[config.mk]
export PLATFORM = sky130hd
export DESIGN_NAME = cli_interp
export DESIGN_NICKNAME = d
export VERILOG_FILES = /design/src/common/cli_pkg.sv /design/src/design/cli_interp.sv
export VERILOG_INCLUDE_DIRS = /design/src /design/src/common
export SDC_FILE = /design/constraint.sdc
export NUM_CORES = 1
export LEC_CHECK = 0
export BUFFER_PORTS_ARGS = -buffer_cell sky130_fd_sc_hd__buf_2
export CAP_MARGIN = 10
export CORE_UTILIZATION = 45
export DETAILED_ROUTE_END_ITERATION = 10
export HOLD_SLACK_MARGIN = 0.03
export MAX_ROUTING_LAYER = met4
export REMOVE_ABC_BUFFERS = 1
export SYNTH_ARGS = -nofsm -noshare
export SYNTH_HDL_FRONTEND = slang
export SYNTH_SLANG_ARGS = --single-unit
[constraint.sdc]
create_clock -name clk_in -period 21.1 [get_ports clk_in]
set_input_delay 0 -clock clk_in [delete_from_list [all_inputs] [get_ports clk_in]]
set_output_delay 0 -clock clk_in [all_outputs]
set_load 0.01 [all_outputs]
[src/common/cli_defines.svh]
// offsets, field positions and opcodes of the command list interpreter
// Operation
// - memory indirect copy moves count words source to destination, source low bits zero
// - register indirect copy moves count words from memory into consecutive registers
// - register and destination addresses of indirect loads are word aligned
// - status test stalls until masked status equals masked expected bit values
// - command fifo status bits read one when empty
// - setup and drawing engine status bits read one while busy
// - vertical sync status bits read one while sync is active
// - current field bit reads zero for odd field, one for even
// - finish stops fetching and clears the start bit
// - finish with interrupt bit sets status flag and raises masked interrupt
// - goto jumps absolute, or relative to current command when relative bit set
// - jump targets have their three low bits forced to zero
// - gosub saves next command address, then jumps absolute or relative
// - return continues at the saved return address
// - conditional jump adds signed offset to next address when mask hits condition
// - clearing start halts after current command, address points at next command; a waiting status test halts at once, address on the test
// - idle flag in bit 30 of address register, one when idle
`ifndef CLI_DEFINES_SVH
`define CLI_DEFINES_SVH
`define CLI_REG_ADDR 8'h18
`define CLI_REG_COND 8'h1c
`define CLI_REG_RET 8'h20
`define CLI_REG_ISTAT 8'h24
`define CLI_REG_IMASK 8'h28
`define CLI_START_BIT 31
`define CLI_IDLE_BIT 30
`define CLI_OP_LDMEM 4'h0
`define CLI_OP_LDREG 4'h1
`define CLI_OP_CPMEM 4'h4
`define CLI_OP_CPREG 4'h5
`define CLI_OP_STAT 4'h6
`define CLI_OP_FINISH 4'h8
`define CLI_OP_GOTO 4'h9
`define CLI_OP_GOSUB 4'ha
`define CLI_OP_RET 4'hb
`define CLI_OP_CJMP 4'hc
`define CLI_CMD_STEP 28'h0000008
`define CLI_WIDE_STEP 28'h0000010
`define CLI_WORD_STEP 32'h00000004
`define CLI_PC_ALIGN 28'hffffff8
`define CLI_WORD_ALIGN 32'hfffffffc
`define CLI_MEM_ALIGN 32'h0ffffffc
`define CLI_REG_SPACE 32'h001ffffc
`endif

[src/common/cli_pkg.sv]
// types of the command list interpreter
package cli_pkg;
  typedef enum logic [2:0] {st_idle, st_fetch, st_exec, st_read, st_write, st_wait, st_next} cli_state_type;
  typedef struct packed {
    logic rd;
    logic wr;
    logic reg_space;
    logic [31:0] addr;
    logic [31:0] wdata;
  } cli_bus_req_type;
  typedef struct packed {
    logic ack;
    logic [31:0] rdata;
  } cli_bus_rsp_type;
endpackage

[src/design/cli_interp.sv]
// command list interpreter: fetch, execute, software register port
//
// The implementer's own choices: the address-and-strobe port and the address map.
`timescale 1ns/1ps
`include "cli_defines.svh"
module cli_interp
  import cli_pkg::*;
(
  // clock and reset
  input wire logic clk_in,
  input wire logic rst_in,
  // software register port
  input wire logic [7:0] sw_addr_in,
  input wire logic [31:0] sw_wdata_in,
  input wire logic sw_wr_in,
  input wire logic sw_rd_in,
  output logic [31:0] sw_rdata_out,
  // host_side_bus master toward memory and registers
  output cli_bus_req_type bus_req_out,
  input cli_bus_rsp_type bus_rsp_in,
  // engine and display status
  input wire logic [20:0] hw_status_in,
  // finish interrupt
  output logic irq_out
);

  cli_state_type state;
  logic [1:0] idx;
  logic [31:0] cmd0;
  logic [31:0] cmd1;
  logic [31:0] cmd2;
  logic [27:0] pc;
  logic [27:0] ret_addr;
  logic [31:0] cond;
  logic [31:0] src;
  logic [31:0] dst;
  logic [31:0] cnt;
  logic start;
  logic istat;
  logic imask;
  logic [3:0] op;
  logic finish_now;
  logic status_match;
  logic addr_wr;

  function automatic logic is_wide(input logic [3:0] code);
    return (code == `CLI_OP_CPMEM) || (code == `CLI_OP_CPREG);
  endfunction

  function automatic logic [27:0] cmd_step(input logic [3:0] code);
    return is_wide(code) ? `CLI_WIDE_STEP : `CLI_CMD_STEP;
  endfunction

  // 28-bit sum wraps on its own
  function automatic logic [27:0] jump_target(input logic rel, input logic [27:0] base,
                                              input logic [27:0] field);
    logic [27:0] raw;
    raw = rel ? base + field : field;
    return raw & `CLI_PC_ALIGN;
  endfunction

  assign op = cmd0[31:28];
  assign addr_wr = sw_wr_in && (sw_addr_in == `CLI_REG_ADDR);
  assign finish_now = (state == st_exec) && (op == `CLI_OP_FINISH);
  // bits compared raw: each source keeps its own polarity (empty, busy, active, even all read 1)
  assign status_match = ((hw_status_in ^ cmd1[20:0]) & cmd0[20:0]) == 21'h000000;
  assign irq_out = istat && imask;

  // start bit: a software write wins over the finish clear
  always_ff @(posedge clk_in or posedge rst_in) begin
    if (rst_in) begin
      start <= 1'b0;
    end else if (addr_wr) begin
      start <= sw_wdata_in[`CLI_START_BIT];
    end else if (finish_now) begin
      start <= 1'b0;
    end
  end

  // finish interrupt status, write one to clear, set wins
  always_ff @(posedge clk_in or posedge rst_in) begin
    if (rst_in) begin
      istat <= 1'b0;
      imask <= 1'b0;
    end else begin
      if (finish_now && cmd0[0]) begin
        istat <= 1'b1;
      end else if (sw_wr_in && (sw_addr_in == `CLI_REG_ISTAT) && sw_wdata_in[0]) begin
        istat <= 1'b0;
      end
      if (sw_wr_in && (sw_addr_in == `CLI_REG_IMASK)) begin
        imask <= sw_wdata_in[0];
      end
    end
  end

  // condition bits belong to software alone
  always_ff @(posedge clk_in or posedge rst_in) begin
    if (rst_in) begin
      cond <= 32'h00000000;
    end else if (sw_wr_in && (sw_addr_in == `CLI_REG_COND)) begin
      cond <= sw_wdata_in;
    end
  end

  // read data, valid only in the cycle after the strobe
  always_ff @(posedge clk_in or posedge rst_in) begin
    if (rst_in) begin
      sw_rdata_out <= 32'h00000000;
    end else if (!sw_rd_in) begin
      sw_rdata_out <= 32'h00000000;
    end else if (sw_addr_in == `CLI_REG_ADDR) begin
      sw_rdata_out <= {start, state == st_idle, 2'h0, pc};
    end else if (sw_addr_in == `CLI_REG_COND) begin
      sw_rdata_out <= cond;
    end else if (sw_addr_in == `CLI_REG_RET) begin
      sw_rdata_out <= {4'h0, ret_addr};
    end else if (sw_addr_in == `CLI_REG_ISTAT) begin
      sw_rdata_out <= {31'h00000000, istat};
    end else if (sw_addr_in == `CLI_REG_IMASK) begin
      sw_rdata_out <= {31'h00000000, imask};
    end else begin
      sw_rdata_out <= 32'h00000000;
    end
  end

  // sequencer and bus master
  always_ff @(posedge clk_in or posedge rst_in) begin
    if (rst_in) begin
      state <= st_idle;
      idx <= 2'h0;
      cmd0 <= 32'h00000000;
      cmd1 <= 32'h00000000;
      cmd2 <= 32'h00000000;
      pc <= 28'h0000000;
      ret_addr <= 28'h0000000;
      src <= 32'h00000000;
      dst <= 32'h00000000;
      cnt <= 32'h00000000;
      bus_req_out <= '0;
    end else begin
      case (state)
        st_idle: begin
          // address only taken while stopped; a running list keeps its own counter
          if (addr_wr) begin
            pc <= sw_wdata_in[27:0] & `CLI_PC_ALIGN;
          end else if (start) begin
            state <= st_fetch;
            idx <= 2'h0;
            bus_req_out.rd <= 1'b1;
            bus_req_out.reg_space <= 1'b0;
            bus_req_out.addr <= {4'h0, pc};
          end
        end
        st_fetch: begin
          if (bus_rsp_in.ack) begin
            if (idx == 2'h0) begin
              cmd0 <= bus_rsp_in.rdata;
            end else if (idx == 2'h1) begin
              cmd1 <= bus_rsp_in.rdata;
            end else if (idx == 2'h2) begin
              cmd2 <= bus_rsp_in.rdata;
            end
            idx <= idx + 2'h1;
            bus_req_out.addr <= bus_req_out.addr + `CLI_WORD_STEP;
            if ((idx == 2'h1 && !is_wide(op)) || idx == 2'h3) begin
              bus_req_out.rd <= 1'b0;
              state <= st_exec;
            end
          end
        end
        st_exec: begin
          state <= st_next;
          case (op)
            `CLI_OP_LDMEM, `CLI_OP_LDREG: begin
              cnt <= 32'h00000001;
              bus_req_out.wr <= 1'b1;
              bus_req_out.reg_space <= (op == `CLI_OP_LDREG);
              // opcode and width bits stay off the target address
              bus_req_out.addr <= cmd0 & ((op == `CLI_OP_LDREG) ? `CLI_REG_SPACE : `CLI_MEM_ALIGN);
              bus_req_out.wdata <= cmd1;
              state <= st_write;
            end
            `CLI_OP_CPMEM, `CLI_OP_CPREG: begin
              src <= cmd2 & {4'h0, 28'hffffffc};
              dst <= cmd0 & {4'h0, 28'hffffffc};
              cnt <= cmd1;
              if (cmd1 == 32'h00000000) begin
                pc <= pc + cmd_step(op);
              end else begin
                bus_req_out.rd <= 1'b1;
                bus_req_out.reg_space <= 1'b0;
                bus_req_out.addr <= cmd2 & {4'h0, 28'hffffffc};
                state <= st_read;
              end
            end
            `CLI_OP_STAT: begin
              state <= st_wait;
            end
            `CLI_OP_FINISH: begin
              state <= st_idle;
            end
            `CLI_OP_GOTO: begin
              pc <= jump_target(cmd1[0], pc, cmd0[27:0]);
            end
            `CLI_OP_GOSUB: begin
              ret_addr <= pc + `CLI_CMD_STEP;
              pc <= jump_target(cmd1[0], pc, cmd0[27:0]);
            end
            `CLI_OP_RET: begin
              pc <= ret_addr;
            end
            `CLI_OP_CJMP: begin
              if ((cmd1 & cond) != 32'h00000000) begin
                pc <= jump_target(1'b1, pc + `CLI_CMD_STEP, cmd0[27:0]);
              end else begin
                pc <= pc + `CLI_CMD_STEP;
              end
            end
            default: begin
              pc <= pc + `CLI_CMD_STEP;
            end
          endcase
        end
        st_read: begin
          if (bus_rsp_in.ack) begin
            bus_req_out.rd <= 1'b0;
            bus_req_out.wr <= 1'b1;
            bus_req_out.reg_space <= (op == `CLI_OP_CPREG);
            bus_req_out.addr <= (op == `CLI_OP_CPREG) ? (dst & `CLI_REG_SPACE) : dst;
            bus_req_out.wdata <= bus_rsp_in.rdata;
            src <= src + `CLI_WORD_STEP;
            state <= st_write;
          end
        end
        st_write: begin
          if (bus_rsp_in.ack) begin
            bus_req_out.wr <= 1'b0;
            dst <= dst + `CLI_WORD_STEP;
            cnt <= cnt - 32'h00000001;
            if (cnt == 32'h00000001) begin
              pc <= pc + cmd_step(op);
              state <= st_next;
            end else begin
              bus_req_out.rd <= 1'b1;
              bus_req_out.reg_space <= 1'b0;
              bus_req_out.addr <= src;
              state <= st_read;
            end
          end
        end
        st_wait: begin
          // a stop during the wait leaves the counter on the test so it reruns
          if (!start) begin
            state <= st_idle;
          end else if (status_match) begin
            pc <= pc + `CLI_CMD_STEP;
            state <= st_next;
          end
        end
        st_next: begin
          if (start) begin
            state <= st_fetch;
            idx <= 2'h0;
            bus_req_out.rd <= 1'b1;
            bus_req_out.reg_space <= 1'b0;
            bus_req_out.addr <= {4'h0, pc};
          end else begin
            state <= st_idle;
          end
        end
        default: begin
          state <= st_idle;
        end
      endcase
    end
  end
endmodule

==> results.sh, run 1 <==
export IMPL_status="finished, final reports clean"
export IMPL_combinationalPowerShare=0.502
export IMPL_power_density_nw_per_um2=170
export IMPL_worstPathMaxFanout=15
export IMPL_clk_pin_slew_ns=0.06
export IMPL_final_util=0.536
export IMPL_fp_row_count=84
export IMPL_cts_root_buf="clkbuf_16"
export IMPL_critPathCaptureType="flip-flop"
export IMPL_grt_total_usage=0.384
export IMPL_swShare=0.499
export IMPL_period_share=0.228
export IMPL_p_leak_nw=12.1
export IMPL_worstPathArrival_ns=5.35
export IMPL_cts_buffers=45
export IMPL_via_per_inst=6.59
export IMPL_required_ns=21.63
export IMPL_yosys_warnings=0
export IMPL_cts_tree="built"
export IMPL_critical_path_class="reg -> reg"
export IMPL_most_common_layout_cells="dfrtp_1, nand2_1, a21oi_1"
export IMPL_final_common_cell="dfrtp_1"
export IMPL_ios=198
export IMPL_reg2reg_depth=12
export IMPL_drtIter0Drc=3339
export IMPL_slew_headroom=0.175
export IMPL_synth_cells=2761
export IMPL_hp_class="in -> reg"
export IMPL_synthArstFlopShare=1.00
export IMPL_h_tree_depth=2
export IMPL_yosys_top_cells_area="dfrtp_1, mux2_2, a21oi_1"
export IMPL_ir_drop_v=0.0000920
export IMPL_io_buffers=197
export IMPL_fin_crit_ns=4.82
export IMPL_clockPowerShare=0.185
export IMPL_worst_slew_pin_slew_ns=1.23
export IMPL_routedWlPerCell_um=28.1
export IMPL_rsz0062_at_grt="false"
export IMPL_syn_avg_cell_area_sq_um=8.81
export IMPL_cts_sinks=377
export IMPL_cts_buffer_depth=3
export IMPL_p_seq_frac=0.314
export IMPL_area_growth_syn_to_layout_pct=16.7
export IMPL_firstDrtPassIters=6
export IMPL_routabilityCongestion=1.03
export IMPL_cts_hold_buf=80
export IMPL_placed_cells=3503
export IMPL_layout_nets=3108
export IMPL_layout_cells_non_filler=3670
export IMPL_setup_violations=0
export IMPL_cts_resized_gates=0
export IMPL_dieArea_sq_um=55000
export IMPL_hold_viol=0
export IMPL_holdPathStages=4
export IMPL_multiInputGateArea_sq_um=14000
export IMPL_drv_cap=0
export IMPL_holdWs_ns=0.132
export IMPL_grt_pass1_wl_um=151000
export IMPL_insertion_delay_ns=0.62
export IMPL_die_w_um=235
export IMPL_core_sq_um=53000
export IMPL_ys_ff_latch=377
export IMPL_switching_power_mw=2.41
export IMPL_drive_gt1_frac=0.165
export IMPL_yosysTopAreaCell="dfrtp_1"
export IMPL_finalWirelength_um=103000
export IMPL_internal_power_mw=2.42
export IMPL_post_cts_repair_setup_buffers=0
export IMPL_die_h_um=235
export IMPL_grt_antenna_before_repair=3
export IMPL_grt_max_degree=134
export IMPL_skew_ns=0.0420
export IMPL_critPathLaunchType="flip-flop"
export IMPL_pre_cts_ws_ns=16.51
export IMPL_fin_tns_setup_ns=0
export IMPL_regArea_sq_um=9440
export IMPL_postLayoutSetupSlackWorst_ns=16.28
export IMPL_drc=0
export IMPL_fmax_mhz=208
export IMPL_initial_utilization=0.459
export IMPL_grt_overflow=0
export IMPL_synth_edff_count=0
export IMPL_hpwl_um=74300
export IMPL_synth_distinct_cells=91
export IMPL_synthFlopType="dfrtp_1"
export IMPL_seq_area_frac_synth=0.388
export IMPL_ant_nets=0
export IMPL_fillCellCount=4878
export IMPL_grt_pass1_vias=22700
export IMPL_vias=24200
export IMPL_maxSlewViolCount=0
export IMPL_synthDominantCellAreaShare=0.388
export IMPL_syn_area_sq_um=24300
[registers in the layout, indices dropped and copies added, names as in the netlist, 3 cells and up]
register      cells
bus_req_out      67
cmd0             32
cmd1             32
cmd2             26
cnt              32
cond             32
dst              30
pc               28
ret_addr         28
src              30
state             3
sw_rdata_out     32
[through the flow]
stage | area (sq um) | total power [mW]
CTS | 28400 | 4.74
floorplan | 23600 | 2.87
global placement | 25900 | 3.78
detailed placement | 25900 | 3.82
finish | 28400 | 4.82
global route | 28400 | 5.08
[worst paths after layout]
kind	startpoint	to	slack (ns)
worst max-delay path	pc[5]$_DFFE_PP0P_	pc[27]$_DFFE_PP0P_	16.28
worst min-delay path	sw_addr_in[3]	sw_rdata_out[3]$_DFF_PP0_	0.13
worst max register to register	pc[5]$_DFFE_PP0P_	pc[27]$_DFFE_PP0P_	16.28
worst min register to register	bus_req_out[29]$_DFFE_PP0P_	bus_req_out[29]$_DFFE_PP0P_	0.47
max in group asynchronous	rst_in	src[29]$_DFFE_PP0P_	19.38
min in group asynchronous	rst_in	cond[29]$_DFFE_PP0P_	0.15
[Yosys cell counts (21+ instances only)]
cell,count
buf_2,25
inv_1,62
nor4_1,27
nor2b_1,35
a31oi_1,22
o21ai_0,241
mux2_1,21
a221oi_1,30
mux2_2,121
buf_1,21
clkbuf_1,141
nor3_1,71
xnor2_1,57
dfrtp_1,377
o21ai_1,22
mux2i_1,59
xor2_1,60
nand3_1,78
o22ai_1,47
a21oi_1,243
nor2_1,218
nand2_1,261
a21o_1,21
and3_1,29
a222oi_1,40
a22oi_1,57
ha_1,66
nand4_1,36
[power groups by stage]
stage / registers [mW] / logic, mW / clock network (mW)
floorplan: 1.28 / 1.59 / 0
global placement: 1.48 / 2.31 / 0
detailed placement: 1.49 / 2.33 / 0
CTS: 1.48 / 2.36 / 0.906
global route: 1.53 / 2.62 / 0.929
finish: 1.51 / 2.42 / 0.891
[metal layers]
metal | vias up | global-route usage | wire, um
li1 | 10700 | - | -
met1 | 12000 | 0.533 | 44200
met2 | 1348 | 0.530 | 42900
met3 | 219 | 0.0741 | 10500
met4 | 0 | 0.187 | 5430
met5 | - | - | 0
[logic make-up after synthesis]
logic type,after synthesis,synth area share
buffers and inverters,251,0.0400
AND/OR/NAND/NOR,845,0.166
flip-flops,377,0.388
multiplexers,201,0.0900
AO/OA/AOI/OAI,903,0.239
adder cells (fa/ha/maj),67,0.0348
XOR/XNOR,117,0.0421
[critical path, cell delays in order, from the launching register on]
cell	delay [ns]
dfrtp_1	0.68
nand4_1	0.51
nor4_1	0.63
nand3_1	0.17
xnor2_1	0.31
ha_1	0.37
a21o_1	0.21
a21oi_1	0.19
o21ai_0	0.19
o311ai_1	0.64
o21ai_1	0.20
a2111oi_0	0.47
a211o_1	0.15
[cell type report]
| type | count | area share |
|---|---|---|
| Clock inverter | 28 | 0.0154 |
| Clock buffer | 55 | 0.0442 |
| Antenna cell | 3 | 0.000264 |
| Sequential cell | 377 | 0.332 |
| Inverter | 64 | 0.00873 |
| Multi-Input combinational cell | 2133 | 0.493 |
| Timing Repair Buffer | 322 | 0.0755 |
| Tap cell | 688 | 0.0303 |
Note: power is estimated with default switching activity, not from simulation.
==> run 2, diff against run 1 <==
- clock period: 21.1 -> 4.67 ns (I/O delays scaled with it)
==> results.sh, run 2 (same netlist as run 1, synthesis figures left out) <==
export IMPL_status="finished, final reports clean"
export IMPL_wl_met1_um=47100
export IMPL_cts_resized_gates=0
export IMPL_critPathLaunchType="flip-flop"
export IMPL_drc=0
export IMPL_final_common_cell="dfrtp_1"
export IMPL_rsz0062_at_grt="false"
export IMPL_core_sq_um=53000
export IMPL_grt_total_usage=0.403
export IMPL_skew_ns=0.0165
export IMPL_layout_nets=3168
export IMPL_largest_register="bus_req_out"
export IMPL_dpl_cell_area_sq_um=26400
export IMPL_grt_antenna_before_repair=1
export IMPL_grt_max_degree=130
export IMPL_cts_buffer_depth=3
export IMPL_area_growth_syn_to_layout_pct=18.4
export IMPL_period_share=0.894
export IMPL_fp_row_count=84
export IMPL_rrSetupSlack_ns=0.49
export IMPL_via_per_inst=6.58
export IMPL_io_buffers=197
export IMPL_grt_pass1_vias=22800
export IMPL_top_layer="met4"
export IMPL_fin_crit_ns=4.18
export IMPL_die_h_um=235
export IMPL_routabilityCongestion=1.05
export IMPL_ir_drop_v=0.000364
export IMPL_hp_class="in -> async"
export IMPL_dr_wl_met3_um=10800
export IMPL_hold_viol=0
export IMPL_cts_root_buf="clkbuf_16"
export IMPL_worst_slew_pin_slew_ns=1.06
export IMPL_worstPathMaxFanout=9
export IMPL_firstDrtPassIters=10
export IMPL_routedWlPerCell_um=29.1
export IMPL_reg2reg_depth=14
export IMPL_worstPathArrival_ns=4.72
export IMPL_setup_worst_path_start="pc[4]$_DFFE_PP0P_"
export IMPL_clk_pin_slew_ns=0.07
export IMPL_cts_tree="built"
export IMPL_r2r_end="pc[27]$_DFFE_PP0P_"
export IMPL_vias=24500
export IMPL_drtIter0Drc=3193
export IMPL_crit_reg2reg_launch="pc[4]$_DFFE_PP0P_"
export IMPL_setup_violations=0
export IMPL_most_common_layout_cells="dfrtp_1, nand2_1, a21oi_1"
export IMPL_fmax_mhz=239
export IMPL_grt_overflow=0
export IMPL_power_mw=22.2
export IMPL_dr_wl_met2_um=45200
export IMPL_cts_sinks=377
export IMPL_holdWs_ns=0.114
export IMPL_design_area_sq_um=28800
export IMPL_dieArea_sq_um=55000
export IMPL_drive_gt1_frac=0.183
export IMPL_required_ns=5.21
export IMPL_pre_cts_ws_ns=0.621
export IMPL_hpwl_um=79600
export IMPL_maxSlewViolCount=0
export IMPL_critPathCaptureType="flip-flop"
export IMPL_finalWirelength_um=109000
export IMPL_slew_headroom=0.296
export IMPL_power_density_nw_per_um2=771
export IMPL_initial_utilization=0.459
export IMPL_postLayoutSetupSlackWorst_ns=0.493
export IMPL_die_w_um=235
export IMPL_drv_cap=0
export IMPL_h_tree_depth=2
export IMPL_ios=198
export IMPL_cts_buffers=45
export IMPL_grt_pass1_wl_um=157000
export IMPL_insertion_delay_ns=0.61
export IMPL_critical_path_class="reg -> reg"
export IMPL_p_leak_nw=12.4
export IMPL_ant_nets=0
export IMPL_largest_reg_flops=67
## run 2: worst max path at each step
stage	cells after the start	to	slack, ns
after floorplan	1	bus_req_out[0]$_DFFE_PP0P_	-5.80
after global placement	13	pc[27]$_DFFE_PP0P_	0.70
after detailed placement	14	pc[27]$_DFFE_PP0P_	0.62
after CTS	14	pc[27]$_DFFE_PP0P_	0.60
after global routing	13	pc[27]$_DFFE_PP0P_	0.14
final	14	pc[27]$_DFFE_PP0P_	0.49
## run 2: metal layers
layer | up-vias | global-route usage
met1 | 12100 | 0.560
met3 | 219 | 0.0778
met5 | - | -
li1 | 10800 | -
met4 | 0 | 0.177
met2 | 1404 | 0.567
## run 2: cell type report
type,count,area [sq um]
Multi-Input combinational cell,2133,14000
Fill cell,4862,24200
Antenna cell,1,2.50
Sequential cell,377,9440
Timing Repair Buffer,382,2620
Tap cell,688,861
Clock buffer,55,1240
Inverter,64,248
Clock inverter,28,380
## run 2: what timing repair did
item | 4_1_cts | 5_1_grt
hold buffers | 77 | 0
endpoints found under the hold margin | 308 | 0
buffers inserted | 0 | 0
## run 2: per-stage QoR
step / TNS [ns] / util / instances
3_5_place_dp: 0 / 0.498 / 3565
2_1_floorplan: -2374.73 / - / 2574
4_1_cts: 0 / 0.543 / 3725
6_report: 0 / 0.544 / 3728
3_3_place_gp: 0 / 0.498 / 3564
5_1_grt: 0 / 0.544 / 3728
## run 2: report_power, final
part	switching (mW)	total (mW)	internal [mW]
registers	2.22	6.60	4.37
clock network	1.59	3.89	2.30
logic	7.35	11.7	4.38
total	11.2	22.2	11.1
## run 2: critical path, stage by stage, from the launching register on
cell	delay, ns
dfrtp_1	0.56
nand2_1	0.25
nor2_1	0.30
nand2_1	0.10
xor2_1	0.26
inv_1	0.14
ha_1	0.36
a21oi_1	0.16
inv_1	0.09
a31oi_1	0.28
a21oi_1	0.20
o311ai_1	0.61
o21ai_1	0.21
a2111oi_0	0.45
a211o_1	0.15
